### config.mk
export PLATFORM = sky130hd
export DESIGN_NAME = modulo_timer_top
export DESIGN_NICKNAME = d
export VERILOG_FILES = /design/src/rtl/modulo_timer_edge_sync.v /design/src/rtl/modulo_timer_prescaler.v /design/src/rtl/modulo_timer_top.v
export VERILOG_INCLUDE_DIRS = /design/src /design/src/inc
export SDC_FILE = /design/constraint.sdc
export NUM_CORES = 1
export LEC_CHECK = 0
export BUFFER_PORTS_ARGS = -buffer_cell sky130_fd_sc_hd__buf_2
export CORE_UTILIZATION = 34
export DETAILED_ROUTE_END_ITERATION = 12
export PLACE_DENSITY = 0.47
export SETUP_SLACK_MARGIN = 0.15
export SLEW_MARGIN = 20
export SYNTH_ARGS = -nofsm -noshare
export SYNTH_HDL_FRONTEND = slang
export SYNTH_SLANG_ARGS = --single-unit
### constraint.sdc
create_clock -name ref_clk_i -period 4.4 [get_ports ref_clk_i]
set_clock_uncertainty 0.05 [all_clocks]
set_input_delay 1.32 -clock ref_clk_i [delete_from_list [all_inputs] [get_ports ref_clk_i]]
set_output_delay 1.32 -clock ref_clk_i [all_outputs]
set_load 0.005 [all_outputs]
### src/inc/modulo_timer_consts.vh
// Constants for the 8-bit modulo timer: register offsets, field positions,
// reset values and encodings. Included by the prescaler and top design files of the block.
`ifndef MODULO_TIMER_CONSTS_VH
`define MODULO_TIMER_CONSTS_VH

// ----------------------------------------------------------------------
// Register offsets (4-bit address port)
// ----------------------------------------------------------------------
`define MODULO_TIMER_ADDR_W          4
`define MODULO_TIMER_OFS_STATUS_CTRL 4'h0
`define MODULO_TIMER_OFS_CLOCK_CFG   4'h1
`define MODULO_TIMER_OFS_COUNT_VALUE 4'h2
`define MODULO_TIMER_OFS_MODULO      4'h3

// ----------------------------------------------------------------------
// Status/control fields
// ----------------------------------------------------------------------
`define MODULO_TIMER_BIT_OVF_FLAG    7
`define MODULO_TIMER_BIT_OVF_IRQ_EN  6
`define MODULO_TIMER_BIT_CNT_CLEAR   5
`define MODULO_TIMER_BIT_CNT_HALT    4

// ----------------------------------------------------------------------
// Clock configuration fields
// ----------------------------------------------------------------------
`define MODULO_TIMER_SRC_MSB         5
`define MODULO_TIMER_SRC_LSB         4
`define MODULO_TIMER_PS_MSB          3
`define MODULO_TIMER_PS_LSB          0
`define MODULO_TIMER_SRC_BUS         2'h0
`define MODULO_TIMER_SRC_FIXED       2'h1
`define MODULO_TIMER_SRC_EXT_FALL    2'h2
`define MODULO_TIMER_SRC_EXT_RISE    2'h3
`define MODULO_TIMER_PS_MAX          4'h8

// ----------------------------------------------------------------------
// Reset values
// ----------------------------------------------------------------------
`define MODULO_TIMER_RST_HALT        1'h1
`define MODULO_TIMER_RST_IRQ_EN      1'h0
`define MODULO_TIMER_RST_SRC         2'h0
`define MODULO_TIMER_RST_PS          4'h0
`define MODULO_TIMER_RST_COUNT       8'h00
`define MODULO_TIMER_RST_MODULO      8'h00

`endif

### src/rtl/modulo_timer_edge_sync.v
// Two-flop synchroniser for an asynchronous pin, followed by edge detection.
// Assumes the pin toggles no faster than a quarter of ref_clk_i.
`timescale 1ns/1ps
module modulo_timer_edge_sync (
   // Clock and reset
   input  wire ref_clk_i,
   input  wire rst_i,
   // Pin and edges
   input  wire pin_i,
   output reg  rise_o,
   output reg  fall_o
);

   reg meta;
   reg sync;
   reg sync_d;

   always @(posedge ref_clk_i) begin
      if (rst_i) begin
         meta   <= 1'b0;
         sync   <= 1'b0;
         sync_d <= 1'b0;
         rise_o <= 1'b0;
         fall_o <= 1'b0;
      end else begin
         meta   <= pin_i;
         sync   <= meta;
         sync_d <= sync;
         rise_o <= sync & ~sync_d;
         fall_o <= ~sync & sync_d;
      end
   end

endmodule

### src/rtl/modulo_timer_prescaler.v
// Power-of-two prescaler: passes one tick out of every 2**sel source ticks, with sel capped at 8.
// Assumes src_tick_i is a one-cycle pulse on ref_clk_i.
`include "modulo_timer_consts.vh"
`timescale 1ns/1ps
module modulo_timer_prescaler (
   // Clock and reset
   input  wire       ref_clk_i,
   input  wire       rst_i,
   // Control
   input  wire       run_i,
   input  wire [3:0] sel_i,
   input  wire       src_tick_i,
   // Output
   output wire       tick_o
);

   reg  [7:0] div_cnt;
   reg  [7:0] mask;
   wire [3:0] sel_eff;

   // Codes above the last defined one divide by the largest ratio
   assign sel_eff = (sel_i > `MODULO_TIMER_PS_MAX) ? `MODULO_TIMER_PS_MAX : sel_i;

   always @* begin
      mask = 8'hff;
      if (sel_eff < `MODULO_TIMER_PS_MAX)
         mask = (8'h01 << sel_eff[2:0]) - 8'h01;
   end

   // Divider keeps running across ratio changes; the count itself is never touched
   assign tick_o = run_i & src_tick_i & ((div_cnt & mask) == mask);

   always @(posedge ref_clk_i) begin
      if (rst_i) begin
         div_cnt <= 8'h00;
      end else if (run_i && src_tick_i) begin
         div_cnt <= div_cnt + 8'h01;
      end
   end

endmodule

### src/rtl/modulo_timer_top.v
// 8-bit modulo timer with prescaler, clock source select and overflow flag.
// Assumes a single-cycle register port on ref_clk_i; the fixed-rate clock and
// the external count pin arrive asynchronously and are synchronised here.
//
// Notes on behaviour
// - Wrap after modulo match sets overflow flag
// - Flag clears on read-while-set then write 0
// - Counter clear or modulo write clears flag
// - Interrupt request when enable and flag set
// - Reset clears interrupt enable; clear flag first
// - Counter-clear bit zeroes count, reads 0
// - Writing 0 to counter-clear does nothing
// - Halt bit freezes count; resume from there
// - Reset sets halt bit
// - Unused bits read as zero
// - Source select: bus, fixed, pin fall, rise
// - Source change keeps current count
// - Reset selects the bus clock
// - Prescale divides by two to power code
// - Codes above eight divide by 256
// - Prescale change keeps current count
// - Reset sets prescale to divide by one
// - Exactly four 8-bit registers
// - Count up to modulo, then wrap to zero
// - Modulo zero means free-running; resets to zero
// - Modulo write zeroes count, clears flag
// - Overflow between read and write keeps flag
//
// Chosen here: the placing of the registers and the strobed register port.
`include "modulo_timer_consts.vh"
`timescale 1ns/1ps
module modulo_timer_top (
   // Clock and reset
   input  wire       ref_clk_i,
   input  wire       rst_i,
   // Register port
   input  wire [3:0] addr_i,
   input  wire [7:0] wdata_i,
   input  wire       wr_i,
   input  wire       rd_i,
   output reg  [7:0] rdata_o,
   // Clock sources
   input  wire       fixed_rate_clock_i,
   input  wire       external_count_input_i,
   // Interrupt request
   output reg        irq_o
);

   // ----------------------------------------------------------------------
   // Register state
   // ----------------------------------------------------------------------
   reg        overflow_flag;
   reg        overflow_irq_enable;
   reg        counter_halt;
   reg  [1:0] source_select;
   reg  [3:0] prescale_select;
   reg  [7:0] count_value;
   reg  [7:0] modulo_value;
   // Set by a status read that saw the flag; arms the clearing write
   reg        clear_armed;

   wire wr_sc  = wr_i && (addr_i == `MODULO_TIMER_OFS_STATUS_CTRL);
   wire wr_clk = wr_i && (addr_i == `MODULO_TIMER_OFS_CLOCK_CFG);
   wire wr_mod = wr_i && (addr_i == `MODULO_TIMER_OFS_MODULO);
   wire rd_sc  = rd_i && (addr_i == `MODULO_TIMER_OFS_STATUS_CTRL);

   // ----------------------------------------------------------------------
   // Clock source selection
   // ----------------------------------------------------------------------
   wire fixed_rise;
   wire ext_rise;
   wire ext_fall;

   modulo_timer_edge_sync u_fixed_sync (
      .ref_clk_i (ref_clk_i),
      .rst_i     (rst_i),
      .pin_i     (fixed_rate_clock_i),
      .rise_o    (fixed_rise),
      .fall_o    ()
   );

   modulo_timer_edge_sync u_ext_sync (
      .ref_clk_i (ref_clk_i),
      .rst_i     (rst_i),
      .pin_i     (external_count_input_i),
      .rise_o    (ext_rise),
      .fall_o    (ext_fall)
   );

   reg src_tick;
   always @* begin
      case (source_select)
         `MODULO_TIMER_SRC_BUS:      src_tick = 1'b1;
         `MODULO_TIMER_SRC_FIXED:    src_tick = fixed_rise;
         `MODULO_TIMER_SRC_EXT_FALL: src_tick = ext_fall;
         `MODULO_TIMER_SRC_EXT_RISE: src_tick = ext_rise;
         default:            src_tick = 1'b1;
      endcase
   end

   wire count_tick;

   modulo_timer_prescaler u_prescaler (
      .ref_clk_i  (ref_clk_i),
      .rst_i      (rst_i),
      .run_i      (~counter_halt),
      .sel_i      (prescale_select),
      .src_tick_i (src_tick),
      .tick_o     (count_tick)
   );

   // ----------------------------------------------------------------------
   // Counter
   // ----------------------------------------------------------------------
   // Wrap at the modulo value, or past 0xff when modulo is zero
   wire at_limit = (modulo_value == 8'h00) ? (count_value == 8'hff) :
                                             (count_value == modulo_value);
   wire overflow = count_tick && at_limit;
   wire cnt_clear = wr_sc && wdata_i[`MODULO_TIMER_BIT_CNT_CLEAR];

   always @(posedge ref_clk_i) begin
      if (rst_i) begin
         count_value <= `MODULO_TIMER_RST_COUNT;
      end else if (cnt_clear || wr_mod) begin
         count_value <= 8'h00;
      end else if (count_tick) begin
         // Source and ratio changes never reach here, so count carries on
         count_value <= at_limit ? 8'h00 : count_value + 8'h01;
      end
   end

   // ----------------------------------------------------------------------
   // Overflow flag and its two-step clear
   // ----------------------------------------------------------------------
   wire flag_wr_zero = wr_sc && !wdata_i[`MODULO_TIMER_BIT_OVF_FLAG] && clear_armed;

   always @(posedge ref_clk_i) begin
      if (rst_i) begin
         overflow_flag <= 1'b0;
         clear_armed   <= 1'b0;
      end else begin
         // A fresh overflow wins over any clear and disarms the sequence
         if (overflow) begin
            overflow_flag <= 1'b1;
         end else if (cnt_clear || wr_mod) begin
            overflow_flag <= 1'b0;
         end else if (flag_wr_zero) begin
            overflow_flag <= 1'b0;
         end
         if (overflow || cnt_clear || wr_mod || wr_sc) begin
            clear_armed <= 1'b0;
         end else if (rd_sc && overflow_flag) begin
            clear_armed <= 1'b1;
         end
      end
   end

   // ----------------------------------------------------------------------
   // Control registers
   // ----------------------------------------------------------------------
   always @(posedge ref_clk_i) begin
      if (rst_i) begin
         overflow_irq_enable <= `MODULO_TIMER_RST_IRQ_EN;
         counter_halt        <= `MODULO_TIMER_RST_HALT;
         source_select       <= `MODULO_TIMER_RST_SRC;
         prescale_select     <= `MODULO_TIMER_RST_PS;
         modulo_value        <= `MODULO_TIMER_RST_MODULO;
      end else begin
         if (wr_sc) begin
            overflow_irq_enable <= wdata_i[`MODULO_TIMER_BIT_OVF_IRQ_EN];
            counter_halt        <= wdata_i[`MODULO_TIMER_BIT_CNT_HALT];
         end
         if (wr_clk) begin
            source_select   <= wdata_i[`MODULO_TIMER_SRC_MSB:`MODULO_TIMER_SRC_LSB];
            prescale_select <= wdata_i[`MODULO_TIMER_PS_MSB:`MODULO_TIMER_PS_LSB];
         end
         if (wr_mod) begin
            modulo_value <= wdata_i;
         end
      end
   end

   // ----------------------------------------------------------------------
   // Read port and interrupt
   // ----------------------------------------------------------------------
   reg [7:0] next_rdata;
   always @* begin
      next_rdata = 8'h00;
      case (addr_i)
         `MODULO_TIMER_OFS_STATUS_CTRL:
            next_rdata = {overflow_flag, overflow_irq_enable, 1'b0, counter_halt, 4'h0};
         `MODULO_TIMER_OFS_CLOCK_CFG:
            next_rdata = {2'h0, source_select, prescale_select};
         `MODULO_TIMER_OFS_COUNT_VALUE:
            next_rdata = count_value;
         `MODULO_TIMER_OFS_MODULO:
            next_rdata = modulo_value;
         default:
            next_rdata = 8'h00;
      endcase
   end

   always @(posedge ref_clk_i) begin
      if (rst_i) begin
         rdata_o <= 8'h00;
         irq_o   <= 1'b0;
      end else begin
         rdata_o <= rd_i ? next_rdata : 8'h00;
         irq_o   <= overflow_irq_enable && overflow_flag;
      end
   end

endmodule

======== After elaboration in Yosys (flattened, before gate mapping) ========
Cells that the tools add are included.
storage, ports and cells
  input bits .............................. 18
  bits in registers ....................... 52
  logic and storage cells ................. 78
cells by class
  equality and inequality tests ........... 9
  bitwise operators ....................... 11
  multiplexer cells ....................... 9
  reduce and logical (&&, ||, !) cells .... 23
  $lt $le $gt $ge ......................... 2
  shift operators ......................... 1
  add/sub/neg operators ................... 3
operator list
  cell                   count
  $pmux W8 S4            1
  $add A8 B1 Y8 const B  2
  $eq A8 B8 Y1           2
  $mux W8                2
  $logic_and A1 B1 Y1    11
  $and A8 B8 Y8          1
  $eq A4 B2 Y1 const B   2
  $eq A8 B8 Y1 const B   1
  $logic_not A8 Y1       1
  $shl A1 B3 Y8 const A  1
  $sub A8 B1 Y8 const B  1
  $reduce_or A2 Y1       3
  $and A1 B1 Y1          5
  $not A1 Y1             5
  $eq A2 B2 Y1 const B   2
  $eq A4 B1 Y1 const B   1
  $gt A4 B4 Y1 const B   1
  $logic_not A4 Y1       1
  $logic_or A1 B1 Y1     4
  $lt A4 B4 Y1 const B   1
  $mux W1                4
  $mux W4                1
  $pmux W1 S4            1
  $reduce_bool A3 Y1     1
  3 further kinds        3

======== Logic depth before layout (Yosys ltp) ========
  word-level depth ........................ 13
  gate-level depth with buffers ........... 11

======== By module ========
From an unflattened synthesis, not the netlist that was laid out.
unflattened totals
  cell total of the unflattened synthesis .. 249
  area, all modules ....................... 2387.3 µm²
modules (own cells, without submodules)
  module                  sequential area each (µm²)  instances  area each (µm²)  cells an instance
  modulo_timer_top        700.7                       1          1616.6           169
  modulo_timer_prescaler  160.2                       1          503.0            60
  modulo_timer_edge_sync  100.1                       2          133.9            10

======== Least setup slack after synthesis ========
No wires, ideal clock.
  kind .................................... input -> register
  start point ............................. input addr_i[3]
  end point ............................... register count_value[0]
  buffers on the path ..................... 2
  data arrival time ....................... 2.665 ns
  stages .................................. 8
  slack ................................... 1.589 ns
  library setup time ...................... 0.096 ns
  cells stage by stage .................... nor2_1 -> and2_1 -> buf_2 -> and3_1 -> buf_2 -> a211oi_1 -> nand3_1 -> o41ai_2
on the way
  word-level cells in the longest chain between the ends .. 5
  elaborated cells between the ends (all ways) .. 7
ends and longest elaborated chain
  element                       line                    RTL
  start, declared               modulo_timer_top.v:37   input wire [3:0] addr_i,
  $logic_not A4 Y1              n/a
  $logic_and A1 B1 Y1           modulo_timer_top.v:62   wire wr_sc = wr_i && (addr_i == `MODULO_TIMER_OFS_STATUS_CTRL);
  $logic_and A1 B1 Y1           modulo_timer_top.v:119  wire cnt_clear = wr_sc && wdata_i[`MODULO_TIMER_BIT_CNT_CLEAR];
  $logic_or A1 B1 Y1 *          modulo_timer_top.v:124  end else if (cnt_clear || wr_mod) begin
  $reduce_or A2 Y1 (no line) *  n/a
  end signal, assigned          modulo_timer_top.v:123  count_value <= `MODULO_TIMER_RST_COUNT;
  end signal, assigned          modulo_timer_top.v:128  count_value <= at_limit ? 8'h00 : count_value + 8'h01;
  end, declared                 modulo_timer_top.v:57   reg [7:0] count_value;
Mark *: on every way between the ends. The rest lies on a longest branch, timed or not.
A chain may end at the register's enable or synchronous reset.

======== Worst setup path after layout ========
Same ends and word-level chain as after synthesis.

==> key figures <==
Power
  • Leak Pwr: 1.08 nW
  • Max VDD drop: ~0.00012 V
  • PwrDens: between 200 and 300 nW/um^2

Logic synthesis
  • Top_reg_cell synth: dfxtp_1
  • Area contributors post-synth: dfxtp_1, nor2_1, nand2_1
  • Post-Syn Instances: between 200 and 300
  • Most frequent cell after synthesis: dfxtp_1
  • Post-synth EDFFs: 0
  • Synth area leader: dfxtp_1
  • Async set-reset flop share out of synthesis: 0%
  • Area fraction of the dominant cell type after synthesis: 39.7%
  • Mapped Area: ~2600 um^2
  • Synth cell count leaders: dfxtp_1, nor2_1, nand2_1
  • Synthesis-stage register bit count: 52
  • YS warnings: 0
  • Mapped Nets: 316
  • Post-synth cell types: 58
  • Register area share after synthesis: 39.7%
  • Avg Cell Area, Syn: 8.90 um^2

CTS
  • CTS sink count: 52
  • Clk pin slew, worst setup/hold paths: 100 ps
  • CTS tree: done
  • Clock root cell: clkbuf_8
  • H-tree depth: 2
  • Post-CTS Repair Setup Buffers: 0
  • Cts hold-fix bufs: 0
  • Worst-Skew Late Latency: 310 ps
  • CTS buffer count: 5
  • Bufs on Longest Clock Path: 2
  • CTS resizes: 0

Layout
  • Layout cells sized above 1: 18.3%
  • Post-layout util: 39.2%
  • Final net count: 331
  • Post-Layout Cell Count: 410
  • Area added between synthesis and finish: 9.96%
  • Diode count: 0

Floorplan
  • Height of the die: between 80 and 90 um
  • Initial Util: 35.6%
  • Core area: ~7400 um^2
  • I/O pin count: 27
  • Die ar.: 8080 um^2
  • # rows: 31
  • Die W: 89.9 um

STA
  • Fin Setup TNS: 0 ps
  • Post-route setup slack: 1470 ps
  • Setup violators final: 0
  • Final hold vios: 0
  • Tcrit/Tclk final: 66.5%
  • FMAX: 0.342 GHz
  • RSZ-0062 raised after global routing: no
  • Slew @ Worst Pin: 763 ps
  • Slew HR: 49.0%
  • Final slew viol count: 0
  • Period minus WS final: between 2000 and 3000 ps

Drt
  • Final wirelength: 6110 um
  • DRT iter0 DRCs: 105
  • Drt via density: 5.20
  • Router iterations before antenna repair: 4
  • Routed Antenna Nets: 0
  • Remaining DRCs: 0
  • Wire length per cell: 14.9 um
  • Via Count: about 2.1k

Setup path
  • FF-to-FF path depth: 8
  • Critical path fanouts, max: 11
  • Setup CP Type: in -> reg
  • Critical Path AT: around 3100 ps
  • CP Capture Type: register
  • Critical Path Start Type: primary input
  • Required time worst endpoint: 4550 ps
  • Crit path max-delay cell type: and3_1
  • Critical-path cell list: buf_2 -> nor2_1 -> and2_1 -> and3_1 -> a211o_1 -> o41ai_2
  • Worst path max stage delay: between 600 and 700 ps
  • R2R Setup Slk: 1910 ps

Hold path
  • Hold Path Class: reg -> reg
  • Hold Crit Depth: 1

Global routing
  • Initial antenna violation count: 0
  • Remaining global-route overflow: 0
  • First-pass GRT wire length: 10100 um
  • Total GRT Usage: between 10% and 20%
  • Vias in the first global route: ~1.9k
  • Largest net degree at the start of global routing: 35

Placed design
  • Post-DP HPWL: 4410 um
  • Placed Cells incl. Taps: roughly 400
  • Pre-CTS WS: 1150 ps
  • Placer congestion estimate: 0.781
  • PortBufs: 26

Outcome
  • Status: finished, final reports clean

Job
  • Max Cap Viol: 0
-- critical path: cells and delay by family --
family                 cells  cell delay [ps]
AO/OA/AOI/OAI              2              480
buffers and inverters      1              100
AND/OR/NAND/NOR            3             1180
-- metal layers --
metal  GRT usage, %  up-vias  part of all wire, %
met3           2.62        2                  3.9
met1           23.5      990                   52
li1               -     1090                    -
met2           22.8       50                   43
met5              0        -                    0
met4           4.03        0                 0.46
-- through the flow --
| step | instance area, um^2 | total power (W) | hold WS [ps] |
|---|---|---|---|
| 2_1_floorplan | 2630 | 0.000543 | 317 |
| 3_3_place_gp | 2790 | 0.000564 | 323 |
| 4_1_cts | 2890 | 0.000852 | 348 |
| 3_5_place_dp | 2790 | 0.000564 | 330 |
| 6_report | 2890 | 0.000844 | 343 |
| 5_1_grt | 2890 | 0.000879 | 369 |
-- worst paths after layout --
kind                                    from                              to
max                                addr_i[3]     count_value[0]$_SDFFE_PP0P_
min           u_fixed_sync.sync_d$_SDFF_PP0_  u_fixed_sync.rise_o$_SDFF_PP0_
max reg2reg  prescale_select[1]$_SDFFE_PP0P_     count_value[0]$_SDFFE_PP0P_
min reg2reg   u_fixed_sync.sync_d$_SDFF_PP0_  u_fixed_sync.rise_o$_SDFF_PP0_
-- cell type report --
type                    count  area, um^2
fillers                   775        4480
multi-input cells         219        1480
flip-flops and latches     52        1040
repair buffers             26         130
well taps                  99         124
clock buffers               5        68.8
clock inverters             3        25.0
inverters                   6        22.5
-- power breakdown --
part	total, W	internal (W)	switching [W]
Combinational	0.0000670	0.0000274	0.0000395
Clock	0.000291	0.000116	0.000175
Sequential	0.000486	0.000477	0.00000908
-- cells in the final DEF, fill, tap and decap left out, types with 4 or more instances in the layout --
cell      count
dfxtp_1      52
nor2_1       35
nand2_1      27
buf_2        26
a21oi_1      16
nand3_1      15
nor2b_1      13
xor2_1       10
mux2i_1      10
a22oi_1       7
inv_1         6
o22ai_1       6
and3_1        6
nor4_1        5
mux2_2        5
clkbuf_8      5
nand4_1       4
o211ai_1      4
-- cells by family after synthesis --
family,Yosys count,synth area share (%)
XOR/XNOR,12,4.00
AO/OA/AOI/OAI,58,17.3
flip-flops,52,39.7
adder cells (fa/ha/maj),3,1.43
multiplexers,16,6.82
AND/OR/NAND/NOR,130,26.7
buffers and inverters,24,4.15
-- state kept, by name, summed over array words and instances, names as in the netlist, 2 cells and up --
register,count
u_prescaler.div_cnt,8
modulo_value,8
source_select,2
rdata_o,8
count_value,8
prescale_select,4
Power figures use the tool's default switching activity.
